===== src/hdl/ccs_defines.svh =====
// Constants for the contact closure streamer: offsets, fields, resets, timing
// Behaviour
// - Sample each contact input 100 times per second
// - Send detected changes at once, latency below 20ms
// - Repeat current state every 100 ms
// - Relay outputs open unless valid closed status; manual control while receiver disabled
// - Two channels, three copies per update
// - Transmit and receive separate, channels cross-routable
// - Modes normal, invert, force active, force inactive
// - Closed input updates payload and raises alarm
// - Alarm sent as notification and readable
// - Link alarm at both ends on failure
// - Enable gates only streaming, contacts stay usable
// - Per-receiver good or failed stream indication
// - Hop limit 0 to 127, default 10
// - Link-loss alarm after 1-1000 s, default 10
// - No-stream after 0-10000 ms silence, default 300
// - Reorder window programmable, default six entries
`ifndef CCS_DEFINES_SVH
`define CCS_DEFINES_SVH
// Register byte offsets
`define CCS_CTRL_OFF       8'h00
`define CCS_MODE_OFF       8'h04
`define CCS_TTL_OFF        8'h08
`define CCS_LOSS_OFF       8'h0C
`define CCS_FAIL_OFF       8'h10
`define CCS_FILT_OFF       8'h14
`define CCS_REORD_OFF      8'h18
`define CCS_STAT_OFF       8'h1C
// Control field positions
`define CCS_CTRL_TXEN      0
`define CCS_CTRL_RXEN      2
`define CCS_CTRL_RXSEL     4
`define CCS_CTRL_MANUAL    6
// Reset values
`define CCS_TTL_RST        7'h0A
`define CCS_LOSS_RST       10'h00A
`define CCS_FAIL_RST       14'h012C
`define CCS_FILT_RST       16'h0000
`define CCS_REORD_RST      7'h06
// Timing
`define CCS_CLK_NS         50
`define CCS_MS_NS          1000000
`define CCS_SAMPLE_MS      10
`define CCS_PERIOD_MS      100
`define CCS_MS_PER_S       1000
`define CCS_COPIES         3
`endif


===== src/hdl/ccs_pkg.sv =====
// Types shared by the contact closure streamer
package ccs_pkg;
  // Operating mode of one contact input
  typedef enum logic [1:0] {
    CCS_NORMAL    = 2'b00,
    CCS_INVERT    = 2'b01,
    CCS_FORCE_ON  = 2'b10,
    CCS_FORCE_OFF = 2'b11
  } ccs_mode_t;
  // Outgoing status packet
  typedef struct packed {
    logic [6:0] ttl;    // Hop limit
    logic       chan;   // Source channel
    logic       state;  // Closed when high
    logic [7:0] seq;    // Update sequence
  } ccs_tx_pkt_t;
  // Incoming status packet
  typedef struct packed {
    logic [15:0] src_port;  // Sender port
    logic        chan;      // Sender channel
    logic        state;     // Closed when high
    logic [7:0]  seq;       // Update sequence
  } ccs_rx_pkt_t;
endpackage


===== src/hdl/ccs_top.sv =====
// Contact closure streamer: transmit FIFO and top level with APB registers
`timescale 1ns/1ps
`include "ccs_defines.svh"

// Synchronous FIFO with valid/ready on both sides
module ccs_fifo #(
  parameter int W     = 17,
  parameter int DEPTH = 32
) (
  input  wire logic         pclk,
  input  wire logic         presetn,
  input  wire logic         in_valid,
  output logic              in_ready,
  input  wire logic [W-1:0] in_data,
  output logic              out_valid,
  input  wire logic         out_ready,
  output logic [W-1:0]      out_data,
  output logic              full
);
  localparam int AW = $clog2(DEPTH);
  logic [W-1:0] mem [DEPTH];   // Storage words
  logic [AW:0]  wr_r;          // Write pointer with wrap bit
  logic [AW:0]  rd_r;          // Read pointer with wrap bit
  wire          empty = (wr_r == rd_r);
  wire          push  = in_valid && in_ready;
  wire          pop   = out_valid && out_ready;
  assign full      = (wr_r[AW-1:0] == rd_r[AW-1:0]) && (wr_r[AW] != rd_r[AW]);
  assign in_ready  = !full;
  assign out_valid = !empty;
  assign out_data  = mem[rd_r[AW-1:0]];
  // Storage write
  always_ff @(posedge pclk)
  begin
    if (push)
      mem[wr_r[AW-1:0]] <= in_data;
  end
  // Pointer update
  always_ff @(posedge pclk or negedge presetn)
  begin
    if (!presetn)
    begin
      wr_r <= '0;
      rd_r <= '0;
    end
    else
    begin
      if (push)
        wr_r <= wr_r + 1'b1;
      if (pop)
        rd_r <= rd_r + 1'b1;
    end
  end
endmodule // ccs_fifo

// Two-channel contact closure streamer
module ccs_top #(
  parameter int MS_CYCLES = `CCS_MS_NS / `CCS_CLK_NS,
  parameter int FIFO_DEPTH = 32
) (
  input  wire logic               pclk,
  input  wire logic               presetn,
  input  wire logic               psel,
  input  wire logic               penable,
  input  wire logic               pwrite,
  input  wire logic [7:0]         paddr,
  input  wire logic [31:0]        pwdata,
  output logic [31:0]             prdata,
  output logic                    pready,
  output logic                    pslverr,
  input  wire logic [1:0]         cc_in,
  output logic                    tx_valid,
  input  wire logic               tx_ready,
  output ccs_pkg::ccs_tx_pkt_t    tx_pkt,
  input  wire logic               rx_valid,
  output logic                    rx_ready,
  input  wire ccs_pkg::ccs_rx_pkt_t rx_pkt,
  output logic [1:0]              relay_closed,
  output logic [1:0]              module_alarm,
  output logic                    alarm_notify,
  output logic                    tx_link_alarm,
  output logic [1:0]              rx_link_alarm,
  output logic [1:0]              stream_good
);
  import ccs_pkg::*;

  // Software registers
  logic [7:0]  ctrl_r;       // Enables, routing, manual relay
  logic [3:0]  mode_r;       // Two 2-bit modes
  logic [6:0]  ttl_r;        // Hop limit
  logic [9:0]  loss_r;       // Link-loss time in s
  logic [13:0] fail_r;       // Stream fail delay in ms
  logic [15:0] filt_r;       // Source port filter
  logic [6:0]  reord_r;      // Reorder window
  // Time base
  logic [$clog2(MS_CYCLES)-1:0] tick_cnt_r;  // Cycles in current ms
  logic [6:0]  ms_cnt_r;     // Ms in current 100 ms period
  logic        ms_tick;      // One cycle per ms
  logic        sample_tick;  // One cycle per 10 ms
  logic        period_tick;  // One cycle per 100 ms
  // Transmit side
  logic [1:0]  samp_r;       // Sampled, mode-applied state
  logic [1:0]  eff;          // Mode-applied live state
  logic [1:0]  cp_r [2];     // Copies still to send
  logic [7:0]  seq_r [2];    // Sequence per channel
  logic [1:0]  load;         // New update on channel
  logic        push_ch;      // Channel being pushed
  logic        push_v;       // A copy is pending
  logic        fifo_rdy;     // FIFO can take a word
  logic        fifo_full;    // FIFO full
  ccs_tx_pkt_t push_pkt;     // Word entering FIFO
  logic [19:0] tx_lost_r;    // Ms of stalled transmit
  logic [19:0] loss_ms;      // Link-loss time in ms
  // Receive side
  logic [1:0]  rx_state_r;   // Last accepted state
  logic [7:0]  rx_seq_r [2]; // Last accepted sequence
  logic [1:0]  rx_first_r;   // Nothing accepted yet
  logic [13:0] idle_r [2];   // Ms since last packet
  logic [19:0] rx_lost_r [2];// Ms without stream
  logic [1:0]  good_r;       // Stream arriving
  logic [1:0]  rx_match;     // Packet addressed to receiver
  logic [1:0]  rx_fresh;     // Packet is newer
  logic        filt_ok;      // Source port passes
  // Alarms
  logic [1:0]  alarm_r;      // Module alarm per input
  logic        notify_r;     // Alarm change pulse

  // Apply an operating mode to a raw level
  function automatic logic apply_mode(input logic [1:0] m, input logic raw);
    unique case (ccs_mode_t'(m))
      CCS_NORMAL:    apply_mode = raw;
      CCS_INVERT:    apply_mode = !raw;
      CCS_FORCE_ON:  apply_mode = 1'b1;
      CCS_FORCE_OFF: apply_mode = 1'b0;
    endcase
  endfunction

  // Time base ticks
  assign ms_tick     = (tick_cnt_r == ($clog2(MS_CYCLES))'(MS_CYCLES - 1));
  assign sample_tick = ms_tick && ((ms_cnt_r % 7'(`CCS_SAMPLE_MS)) == 7'h00);
  assign period_tick = ms_tick && (ms_cnt_r == 7'h00);
  assign loss_ms     = 20'(loss_r) * 20'(`CCS_MS_PER_S);

  // Ms and period counters
  always_ff @(posedge pclk or negedge presetn)
  begin
    if (!presetn)
    begin
      tick_cnt_r <= '0;
      ms_cnt_r   <= 7'h00;
    end
    else
    begin
      tick_cnt_r <= ms_tick ? '0 : tick_cnt_r + 1'b1;
      if (ms_tick)
        ms_cnt_r <= (ms_cnt_r == 7'(`CCS_PERIOD_MS - 1)) ? 7'h00 : ms_cnt_r + 7'h01;
    end
  end

  // Per-channel transmit logic
  for (genvar c = 0; c < 2; c++)
  begin : g_tx
    assign eff[c]  = apply_mode(mode_r[2*c+1:2*c], cc_in[c]);
    // Change at a sample or the periodic repeat, only while enabled
    assign load[c] = ctrl_r[`CCS_CTRL_TXEN+c] && sample_tick &&
                     ((eff[c] != samp_r[c]) || period_tick);
    always_ff @(posedge pclk or negedge presetn)
    begin
      if (!presetn)
      begin
        samp_r[c] <= 1'b0;
        cp_r[c]   <= 2'b00;
        seq_r[c]  <= 8'h00;
        alarm_r[c] <= 1'b0;
      end
      else
      begin
        if (sample_tick)
          samp_r[c] <= eff[c];
        if (sample_tick)
          alarm_r[c] <= cc_in[c];
        if (!ctrl_r[`CCS_CTRL_TXEN+c])
          cp_r[c] <= 2'b00;
        else if (load[c])
          cp_r[c] <= 2'(`CCS_COPIES);
        else if (push_v && fifo_rdy && (push_ch == 1'(c)))
          cp_r[c] <= cp_r[c] - 2'b01;
        if (load[c])
          seq_r[c] <= seq_r[c] + 8'h01;
      end
    end
  end

  // Pick a channel with copies pending, channel 0 first
  assign push_ch  = (cp_r[0] == 2'b00);
  assign push_v   = (cp_r[0] != 2'b00) || (cp_r[1] != 2'b00);
  assign push_pkt = '{ttl: ttl_r, chan: push_ch, state: samp_r[push_ch],
                      seq: seq_r[push_ch]};

  // Outgoing packet queue, drained by the network side
  ccs_fifo #(.W($bits(ccs_tx_pkt_t)), .DEPTH(FIFO_DEPTH)) u_fifo (
    .pclk      (pclk),
    .presetn   (presetn),
    .in_valid  (push_v),
    .in_ready  (fifo_rdy),
    .in_data   (push_pkt),
    .out_valid (tx_valid),
    .out_ready (tx_ready),
    .out_data  (tx_pkt),
    .full      (fifo_full)
  );

  // Transmit link loss: queue blocked while streaming enabled
  always_ff @(posedge pclk or negedge presetn)
  begin
    if (!presetn)
      tx_lost_r <= 20'h00000;
    else if (!fifo_full || (ctrl_r[1:0] == 2'b00))
      tx_lost_r <= 20'h00000;
    else if (ms_tick && (tx_lost_r < loss_ms))
      tx_lost_r <= tx_lost_r + 20'h00001;
  end
  assign tx_link_alarm = (tx_lost_r >= loss_ms);

  // Receive path never stalls; unwanted packets are dropped
  assign rx_ready = 1'b1;
  assign filt_ok  = (filt_r == 16'h0000) || (rx_pkt.src_port == filt_r);

  // Per-receiver stream supervision
  for (genvar r = 0; r < 2; r++)
  begin : g_rx
    wire [7:0] diff = rx_pkt.seq - rx_seq_r[r];
    wire [7:0] back = rx_seq_r[r] - rx_pkt.seq;
    // Receiver r listens to the channel selected by software
    assign rx_match[r] = rx_valid && ctrl_r[`CCS_CTRL_RXEN+r] && filt_ok &&
                         (rx_pkt.chan == ctrl_r[`CCS_CTRL_RXSEL+r]);
    // Newer, or too far behind the window to be a late copy
    assign rx_fresh[r] = rx_first_r[r] || (diff != 8'h00 && !diff[7]) ||
                         (diff[7] && (back > {1'b0, reord_r}));
    always_ff @(posedge pclk or negedge presetn)
    begin
      if (!presetn)
      begin
        rx_state_r[r] <= 1'b0;
        rx_seq_r[r]   <= 8'h00;
        rx_first_r[r] <= 1'b1;
        idle_r[r]     <= 14'h0000;
        good_r[r]     <= 1'b0;
        rx_lost_r[r]  <= 20'h00000;
      end
      else
      begin
        if (rx_match[r] && rx_fresh[r])
        begin
          rx_state_r[r] <= rx_pkt.state;
          rx_seq_r[r]   <= rx_pkt.seq;
          rx_first_r[r] <= 1'b0;
        end
        if (!ctrl_r[`CCS_CTRL_RXEN+r])
        begin
          idle_r[r]     <= 14'h0000;
          good_r[r]     <= 1'b0;
          rx_first_r[r] <= 1'b1;
        end
        else if (rx_match[r])
        begin
          idle_r[r] <= 14'h0000;
          good_r[r] <= 1'b1;
        end
        else if (ms_tick)
        begin
          if (idle_r[r] >= fail_r)
            good_r[r] <= 1'b0;
          else
            idle_r[r] <= idle_r[r] + 14'h0001;
        end
        if (good_r[r] || !ctrl_r[`CCS_CTRL_RXEN+r])
          rx_lost_r[r] <= 20'h00000;
        else if (ms_tick && (rx_lost_r[r] < loss_ms))
          rx_lost_r[r] <= rx_lost_r[r] + 20'h00001;
      end
    end
    assign rx_link_alarm[r] = ctrl_r[`CCS_CTRL_RXEN+r] && (rx_lost_r[r] >= loss_ms);
    // Open unless a live stream says closed; manual control when disabled
    assign relay_closed[r] = ctrl_r[`CCS_CTRL_RXEN+r] ? (good_r[r] && rx_state_r[r])
                                                      : ctrl_r[`CCS_CTRL_MANUAL+r];
  end
  assign stream_good  = good_r;
  assign module_alarm = alarm_r;

  // Notification pulse on any alarm change
  always_ff @(posedge pclk or negedge presetn)
  begin
    if (!presetn)
      notify_r <= 1'b0;
    else
      notify_r <= sample_tick && (cc_in != alarm_r);
  end
  assign alarm_notify = notify_r;

  // APB decode: zero wait states
  wire acc     = psel && penable;
  wire wr      = acc && pwrite;
  wire mapped  = (paddr[1:0] == 2'b00) && (paddr <= `CCS_STAT_OFF);
  wire [31:0] stat = {23'h000000, tx_link_alarm, rx_link_alarm, relay_closed,
                      good_r, alarm_r};
  assign pready  = 1'b1;
  assign pslverr = acc && !mapped;

  // Read mux
  always_comb
  begin
    unique case (paddr)
      `CCS_CTRL_OFF:  prdata = {24'h000000, ctrl_r};
      `CCS_MODE_OFF:  prdata = {28'h0000000, mode_r};
      `CCS_TTL_OFF:   prdata = {25'h0000000, ttl_r};
      `CCS_LOSS_OFF:  prdata = {22'h000000, loss_r};
      `CCS_FAIL_OFF:  prdata = {18'h00000, fail_r};
      `CCS_FILT_OFF:  prdata = {16'h0000, filt_r};
      `CCS_REORD_OFF: prdata = {25'h0000000, reord_r};
      `CCS_STAT_OFF:  prdata = stat;
      default:        prdata = 32'h00000000;
    endcase
  end

  // Register writes; out-of-range limits are clamped
  always_ff @(posedge pclk or negedge presetn)
  begin
    if (!presetn)
    begin
      ctrl_r  <= 8'h00;
      mode_r  <= 4'h0;
      ttl_r   <= `CCS_TTL_RST;
      loss_r  <= `CCS_LOSS_RST;
      fail_r  <= `CCS_FAIL_RST;
      filt_r  <= `CCS_FILT_RST;
      reord_r <= `CCS_REORD_RST;
    end
    else if (wr)
    begin
      unique case (paddr)
        `CCS_CTRL_OFF:  ctrl_r  <= pwdata[7:0];
        `CCS_MODE_OFF:  mode_r  <= pwdata[3:0];
        `CCS_TTL_OFF:   ttl_r   <= pwdata[6:0];
        `CCS_LOSS_OFF:  loss_r  <= (pwdata[9:0] == 10'h000) ? 10'h001 :
                                   (pwdata[9:0] > 10'h3E8) ? 10'h3E8 : pwdata[9:0];
        `CCS_FAIL_OFF:  fail_r  <= (pwdata[13:0] > 14'h2710) ? 14'h2710 : pwdata[13:0];
        `CCS_FILT_OFF:  filt_r  <= pwdata[15:0];
        `CCS_REORD_OFF: reord_r <= pwdata[6:0];
        default:        ;
      endcase
    end
  end
endmodule // ccs_top


===== config.mk =====
export PLATFORM = sky130hd
export DESIGN_NAME = ccs_top
export DESIGN_NICKNAME = d
export VERILOG_FILES = /design/src/hdl/ccs_pkg.sv /design/src/hdl/ccs_top.sv
export VERILOG_INCLUDE_DIRS = /design/src /design/src/hdl
export SDC_FILE = /design/constraint.sdc
export NUM_CORES = 1
export LEC_CHECK = 0
export ABC_AREA = 0
export BUFFER_PORTS_ARGS = -buffer_cell sky130_fd_sc_hd__buf_2
export CORE_MARGIN = 1.5
export CORE_UTILIZATION = 30
export DETAILED_ROUTE_END_ITERATION = 8
export GPL_TIMING_DRIVEN = 0
export PLACE_DENSITY = 0.57
export RECOVER_POWER = 50
export SYNTH_ARGS = -nofsm -noshare
export SYNTH_HDL_FRONTEND = slang
export SYNTH_SLANG_ARGS = --single-unit

===== constraint.sdc =====
create_clock -name pclk -period 8.5 [get_ports pclk]
set_clock_uncertainty 0.15 [all_clocks]
set_input_delay 1.7 -clock pclk [delete_from_list [all_inputs] [get_ports pclk]]
set_output_delay 1.7 -clock pclk [all_outputs]
set_load 0.02 [all_outputs]

==> metrics.md, run 1 <==
| Metric | Value |
|---|---|
| Status | complete, but fails checks |
| Failing checks | capacitance limit, slew limit |
| CTS tree | done |
| Fin crit share | 0.981 |
| Hold Path Class | reg2reg |
| Count of final setup violators | 0 |
| Post-synth top area share | 0.430 |
| Final ANT Viol Nets | 0 |
| PD cells | 183 nW/um2 |
| Worst slew pin tran | 3.73 ns |
| Final Hold Viols | 0 |
| Drt total wl | 95,800 um |
| Clock slew at reported path FFs | 0.06 ns |
| Tot GR Track Use | 0.149 |
| Layout net count | 3,180 |
| Die height | 359 um |
| DRC viols | 0 |
| Vias per inst | 4.94 |
| Max-cap viol count | 4 |
| DPL Wire Length | 66,700 um |
| Die W | 359 um |
| First-pass GRT wire length | 145,000 um |
| DIE AREA | 129,000 um2 |
| Worst slack, placed | -0.482 ns |
| Register area share after synthesis | 0.586 |
| Final setup margin | 0.161 ns |
| Worst slew margin | -1.49 |
| Synth-to-layout area growth | 17.1% |
| Post-synth top flop | edfxtp_1 |
| Number of port buffers | 100 |
| Initial Utilization | 0.302 |
| Fin Hold WS | 0.312 ns |
| Crit path kind | reg2out |
| Critical Path End Type | output port |
| Vias | 22.8k |
| Pin count of the biggest net entering global routing | 90 |
| Top Ports | 138 |
| Synth cell types | 93 |
| CP arrival | 6.49 ns |
| Mean post-synth cell area | 14.4 um2 |
| FP Rows | 130 |
| Maximum VDD drop | 0.143 mV |
| RSZ-0062 raised after global routing | yes |
| Share of cells above drive strength 1 | 0.226 |
| Routability congestion estimate | 0.822 |
| Num CTS Buffers | 82 |
| Total clock sinks | 779 |
| Core area | 126,000 um2 |
| Asr flop ratio synth | 0.302 |
| Antenna violations before repair | 2 |
| CTS Hold Buffers Added | 0 |
| Minimum clock period after layout | 8.34 ns |
| Post-Syn Area | 38,000 um2 |
| Pre-antenna DRT Iters | 5 |
| Seq cells post-synth | 779 |
| CP Data Required Time | 6.65 ns |
| WL/cell | 20.7 um |
| Root Buffer | clkbuf_16 |
| Startpoint Class | register |
| GRT Residual Overflow | 0 |
| Fmax | 0.120 GHz |
| Vias in the first global route | 23.0k |
| Crit-path max FO | 6 |
| Leading area contributor after synthesis | edfxtp_1 |
| Pins Over Slew Limit | 276 |
| H-tree Lvls | 3 |
| Clk_lat worst skew | 0.66 ns |
| Synth area leaders | edfxtp_1, dfrtp_1, mux4_2 |
| EDFF count, synth | 544 |
| Power, Total | 8.12 mW |
| Leakage | 15.5 nW |
| Initial drt markers | 1,908 |
| Synth cell count leaders | edfxtp_1, dfrtp_1, ha_1, nor2_1, mux4_2 |
| Top-count cell post-synth | edfxtp_1 |
| Max clock buf depth | 3 |
| Cells after Synth | 2,638 |
| Yosys warning count | 0 |
## power breakdown
part	internal [mW]	leakage (nW)	switching (mW)	total, mW
combinational	0.124	6.84	0.203	0.328
sequential	4.04	7.30	0.0155	4.06
clock	2.16	1.37	1.57	3.73
total	6.33	15.5	1.79	8.12
## flip-flops by register name, summed over array words and instances (netlist names), 4 cells and up
register	flops
ttl_r	7
rx_seq_r	16
rx_lost_r	40
u_fifo.mem	544
u_fifo.rd_r	6
reord_r	7
loss_r	10
mode_r	4
u_fifo.wr_r	6
tick_cnt_r	15
ms_cnt_r	7
tx_lost_r	20
idle_r	28
ctrl_r	8
cp_r	4
filt_r	16
seq_r	16
fail_r	14
## metal layers
| metal | GRT usage | share of wire |
|---|---|---|
| met1 | 0.210 | 0.46 |
| met2 | 0.241 | 0.47 |
| met3 | 0.0227 | 0.050 |
| met4 | 0.0322 | 0.018 |
| met5 | 0 | 0 |
## worst paths after layout
kind                                 from             to  slack, ns  cells past startpoint
worst max register to register  loss_r[3]  rx_lost_r[19]       1.99                     25
min in group asynchronous         presetn     idle_r[26]       2.17                      1
worst min-delay path            seq_r[15]      seq_r[15]       0.31                      1
worst max-delay path            loss_r[1]      prdata[6]       0.16                     20
max in group asynchronous         presetn      loss_r[0]       1.86                      2
worst min register to register  seq_r[15]      seq_r[15]       0.31                      1
## kinds of logic after synthesis
family                   share of synthesized area
other                                     0.000198
flip-flops                                   0.586
multiplexers                                 0.132
XOR/XNOR                                    0.0373
buffers and inverters                       0.0291
AO/OA/AOI/OAI                               0.0607
adder cells (fa/ha/maj)                     0.0755
AND/OR/NAND/NOR                             0.0798
## what timing repair did
action	in CTS	in global routing
setup endpoints to repair	6	5
gates resized for setup	40	23
setup buffers	11	15
pin swaps	9	28
## cell type report
| cell class | instances | area, um2 |
|---|---|---|
| fillers | 12100 | 81100 |
| flip-flops and latches | 779 | 22200 |
| multi-input cells | 1603 | 15000 |
| clock buffers | 122 | 2390 |
| well taps | 1650 | 2060 |
| repair buffers | 161 | 1190 |
| inverters | 157 | 601 |
| plain buffers | 115 | 513 |
| clock inverters | 31 | 442 |
| diodes | 2 | 5.00 |
## per-stage QoR
stage | TNS [ns] | cell area (um2) | std cells | util
after CTS | 0 | 44300 | 4602 | 0.353
after floorplan | 0 | 38000 | 2654 | -
after global placement | -0.997 | 40600 | 4404 | 0.323
final | 0 | 44500 | 4620 | 0.354
after detailed placement | -1.05 | 41200 | 4438 | 0.328
after global routing | -0.0836 | 44500 | 4618 | 0.354
## cell usage in the layout (no fill, tap or decap), types with 12 or more instances in the layout
cell / netlist / routed
nor4_1: 24 / 24
ha_1: 172 / 167
and3_1: 24 / 24
edfxtp_1: 544 / 544
nand3_1: 70 / 69
xor2_1: 61 / 59
inv_1: 157 / 152
mux4_2: 170 / 170
xnor2_1: 91 / 88
nand4_1: 44 / 44
clkbuf_8: 0 / 17
mux2i_1: 21 / 21
mux2_2: 82 / 73
o21ai_0: 74 / 71
nand2_1: 115 / 114
nor2_2: 1 / 33
nor3_1: 30 / 30
clkbuf_1: 72 / 103
nor2_1: 171 / 139
a22oi_1: 28 / 28
or3_1: 36 / 36
fa_1: 34 / 34
a21o_1: 38 / 36
dfrtp_1: 223 / 219
and2_1: 15 / 12
a21oi_1: 85 / 81
conb_1: 2 / 18
nand2b_1: 15 / 15
buf_1: 17 / 14
buf_8: 0 / 32
clkbuf_16: 0 / 83
o21a_1: 18 / 16
buf_2: 6 / 99
buf_4: 20 / 46
## critical path: stages (launching register included)
cell and delay, ns:
dfstp_2 0.60, fa_1 0.48, fa_1 0.52, inv_1 0.05, fa_1 0.48, fa_1 0.52
inv_1 0.07, ha_4 0.27, a21oi_2 0.16, o22ai_2 0.12, a2111oi_4 0.36, o21ai_1 0.16
xnor2_2 0.18, ha_1 0.33, a21o_1 0.19, maj3_2 0.31, a221oi_4 0.31, o21bai_4 0.12
o21a_4 0.22, a21o_4 0.24, buf_6 0.14
(Power assumes the default switching activity.)
==> run 2, diff against run 1 <==
BUFFER_PORTS_ARGS = -buffer_cell sky130_fd_sc_hd__buf_4   (was -buffer_cell sky130_fd_sc_hd__buf_2)
==> metrics.md, run 2 (synthesized netlist as in run 1, its figures left out) <==
| Metric | Value |
|---|---|
| Post-DP Area | 41,600 um2 (was 41,200 um2) |
| Clock slew at reported path FFs | 0.06 ns (about the same) |
| Vias | 22.9k (was 22.8k) |
| Number of port buffers | 100 (unchanged) |
| Drt total wl | 95,500 um (was 95,800 um) |
| CP arrival | 6.46 ns (was 6.49 ns) |
| CP Data Required Time | 6.65 ns (about the same) |
| Crit path cell chain | clkinvlp_4 -> fa_1 -> fa_1 -> fa_1 -> fa_1 -> inv_1 -> ha_4 -> nand3_1 -> o22ai_2 -> a2111oi_4 -> o21ai_2 -> xnor2_2 -> ha_1 -> a21o_1 -> maj3_2 -> a221oi_4 -> o21bai_4 -> o21a_4 -> a21o_4 -> buf_6 (was fa_1 -> fa_1 -> inv_1 -> fa_1 -> fa_1 -> inv_1 -> ha_4 -> a21oi_2 -> o22ai_2 -> a2111oi_4 -> o21ai_1 -> xnor2_2 -> ha_1 -> a21o_1 -> maj3_2 -> a221oi_4 -> o21bai_4 -> o21a_4 -> a21o_4 -> buf_6) |
| Filler cell count | 12.1k (about the same) |
| CTS tree | done (unchanged) |
| Layout net count | 3,176 (was 3,180) |
| Antenna violations before repair | 4 (was 2) |
| R2R Path End | tx_lost_r[1] (was rx_lost_r[19]) |
| Routability congestion estimate | 0.819 (was 0.822) |
| Vias per inst | 4.97 (was 4.94) |
| Final Hold Viols | 0 (unchanged) |
| Internal Pwr Total | 6.09 mW (was 6.33 mW) |
| Pin count of the biggest net entering global routing | 85 (was 90) |
| WL/cell | 20.7 um (about the same) |
| CTS Hold Buffers Added | 0 (unchanged) |
| Fin crit share | 0.977 (was 0.981) |
| Max clock buf depth | 3 (unchanged) |
| Core area | 126,000 um2 (unchanged) |
| Synth-to-layout area growth | 17.4% (was 17.1%) |
| Most frequent cells in the layout | edfxtp_1, dfrtp_1, mux4_2, ha_1, inv_1 (unchanged) |
| Leakage | 15.5 nW (about the same) |
| First-pass GRT wire length | 144,000 um (was 145,000 um) |
| Crit path depth | 20 (unchanged) |
| R2r setup slk | 2.03 ns (was 1.99 ns) |
| Critical path's top delay family | adder cells (unchanged) |
| Setup TNS | 0 ns (unchanged) |
| RSZ-0062 raised after global routing | yes (unchanged) |
| H-tree Lvls | 3 (unchanged) |
| Worst path max stage delay | 0.62 ns (was 0.60 ns) |
| Top Ports | 138 (unchanged) |
| Critical Path Start | loss_r[1] (unchanged) |
| DIE AREA | 129,000 um2 (unchanged) |
| Total clock sinks | 779 (unchanged) |
| Worst slew pin tran | 4.31 ns (was 3.73 ns) |
| GRT Residual Overflow | 0 (unchanged) |
| Most common cell after layout, fill and taps aside | edfxtp_1 (unchanged) |
| Hold Path Class | reg2reg (unchanged) |
| CP bufs+invs | 3 (unchanged) |
| DPL Wire Length | 67,000 um (was 66,700 um) |
| Status | complete, but fails checks (unchanged) |
| Reg2Reg Launch Point | loss_r[3] (unchanged) |
| Sequential power share | 0.516 (was 0.500) |
| FP Rows | 130 (unchanged) |
| Pre-antenna DRT Iters | 5 (unchanged) |
| Comb pwr share | 0.042 (was 0.040) |
| Startpoint Class | register (unchanged) |
| Initial Utilization | 0.302 (unchanged) |
| CP max-delay cell | dfstp_2 (unchanged) |
| Num CTS Buffers | 81 (was 82) |
| Final ANT Viol Nets | 0 (unchanged) |
| Die W | 359 um (unchanged) |
| Clock power share | 0.442 (was 0.460) |
| Minimum clock period after layout | 8.31 ns (was 8.34 ns) |
| FF-to-FF path depth | 25 (unchanged) |
| Critical Path End Type | output port (unchanged) |
| Failing checks | capacitance limit, slew limit (unchanged) |
| Critical path destination | prdata[6] (unchanged) |
| DRC viols | 0 (unchanged) |
| Switching part of the total | 0.226 (was 0.221) |
| Crit path kind | reg2out (unchanged) |
| Share of cells above drive strength 1 | 0.225 (was 0.226) |
| Pins Over Slew Limit | 276 (unchanged) |
| Root Buffer | clkbuf_16 (unchanged) |
| Fmax | 0.120 GHz (about the same) |
| Max reg flops | 544 (unchanged) |
| PD cells | 177 nW/um2 (was 183 nW/um2) |
| Count of final setup violators | 0 (unchanged) |
| Max-cap viol count | 4 (unchanged) |
| Initial drt markers | 1,933 (was 1,908) |
| Vias in the first global route | 22.7k (was 23.0k) |
| Switching power of the nets | 1.78 mW (was 1.79 mW) |
| Die height | 359 um (unchanged) |
| Maximum VDD drop | 0.140 mV (was 0.143 mV) |
| Power, Total | 7.87 mW (was 8.12 mW) |
| Fin area | 44,600 um2 (was 44,500 um2) |
| Tot GR Track Use | 0.148 (was 0.149) |
| Clk_lat worst skew | 0.67 ns (was 0.66 ns) |
| Worst slew margin | -1.87 (was -1.49) |
| Most used cell, CP | fa_1 (unchanged) |
| Crit-path max FO | 6 (unchanged) |
-- run 2: worst reg2reg max path, delay by kind of cell, from the launching register on --
family	cells	cell delay [ns]
buffers and inverters	7	1.06
adders and majority gates	6	2.51
muxes	1	0.22
AOI/OAI and AO/OA	6	1.25
xor gates and xnor gates	1	0.16
and+or+nand+nor	4	0.40
DFF	1	0.56
-- run 2: how the worst min path moves through the flow --
| stage | slack [ns] | end | start | depth (start not counted) |
|---|---|---|---|---|
| detailed placement | 0.31 | seq_r[15] | seq_r[15] | 1 |
| global route | 0.33 | seq_r[15] | seq_r[15] | 1 |
| finish | 0.32 | seq_r[15] | seq_r[15] | 1 |
| floorplan | 0.29 | seq_r[15] | seq_r[15] | 1 |
| CTS | 0.32 | seq_r[15] | seq_r[15] | 1 |
| global placement | 0.30 | seq_r[15] | seq_r[15] | 1 |
-- run 2: area by class of cell --
| type | count | area [um2] | share of cell area |
|---|---|---|---|
| Tap cell | 1650 | 2060 | 0.0463 |
| Inverter | 157 | 598 | 0.0134 |
| Buffer | 115 | 513 | 0.0115 |
| Clock buffer | 106 | 2160 | 0.0485 |
| Antenna cell | 1 | 2.50 | 0.0000562 |
| Sequential cell | 779 | 22200 | 0.499 |
| Timing Repair Buffer | 158 | 1510 | 0.0339 |
| Clock inverter | 42 | 439 | 0.00986 |
| Multi-Input combinational cell | 1603 | 15000 | 0.337 |
-- run 2: per-stage QoR --
stage	hold slack, ns	worst slack [ns]	cells	util
2_1_floorplan	0.288	0.626	2654	-
3_3_place_gp	0.303	-0.450	4404	0.325
3_5_place_dp	0.309	-0.426	4438	0.331
4_1_cts	0.320	0.00297	4597	0.354
5_1_grt	0.330	-0.0491	4610	0.355
6_report	0.317	0.193	4611	0.355
-- run 2: what timing repair did --
action	4_1_cts	5_1_grt
gates cloned	0	0
endpoints found under the setup margin	6	6
setup buffers	11	13
hold endpoints to repair	0	0
gates resized for setup	42	23
pin swaps	6	28
-- run 2: metal layers --
| layer | routed length, um | GRT usage | vias to the layer above | part of all wire |
|---|---|---|---|---|
| met1 | 43400 | 0.212 | 11700 | 0.45 |
| met5 | 0 | 0 | - | 0 |
| met4 | 2210 | 0.0388 | 0 | 0.023 |
| met2 | 43600 | 0.231 | 668 | 0.46 |
| li1 | - | - | 10500 | - |
| met3 | 6270 | 0.0268 | 118 | 0.066 |
-- run 2: power groups by stage --
stage	clock (mW)	sequential [mW]	combinational [mW]
5_1_grt	3.70	4.06	0.376
3_5_place_dp	0	4.14	0.322
6_report	3.48	4.06	0.333
3_3_place_gp	0	4.14	0.316
2_1_floorplan	0	4.13	0.199
4_1_cts	3.56	4.06	0.333
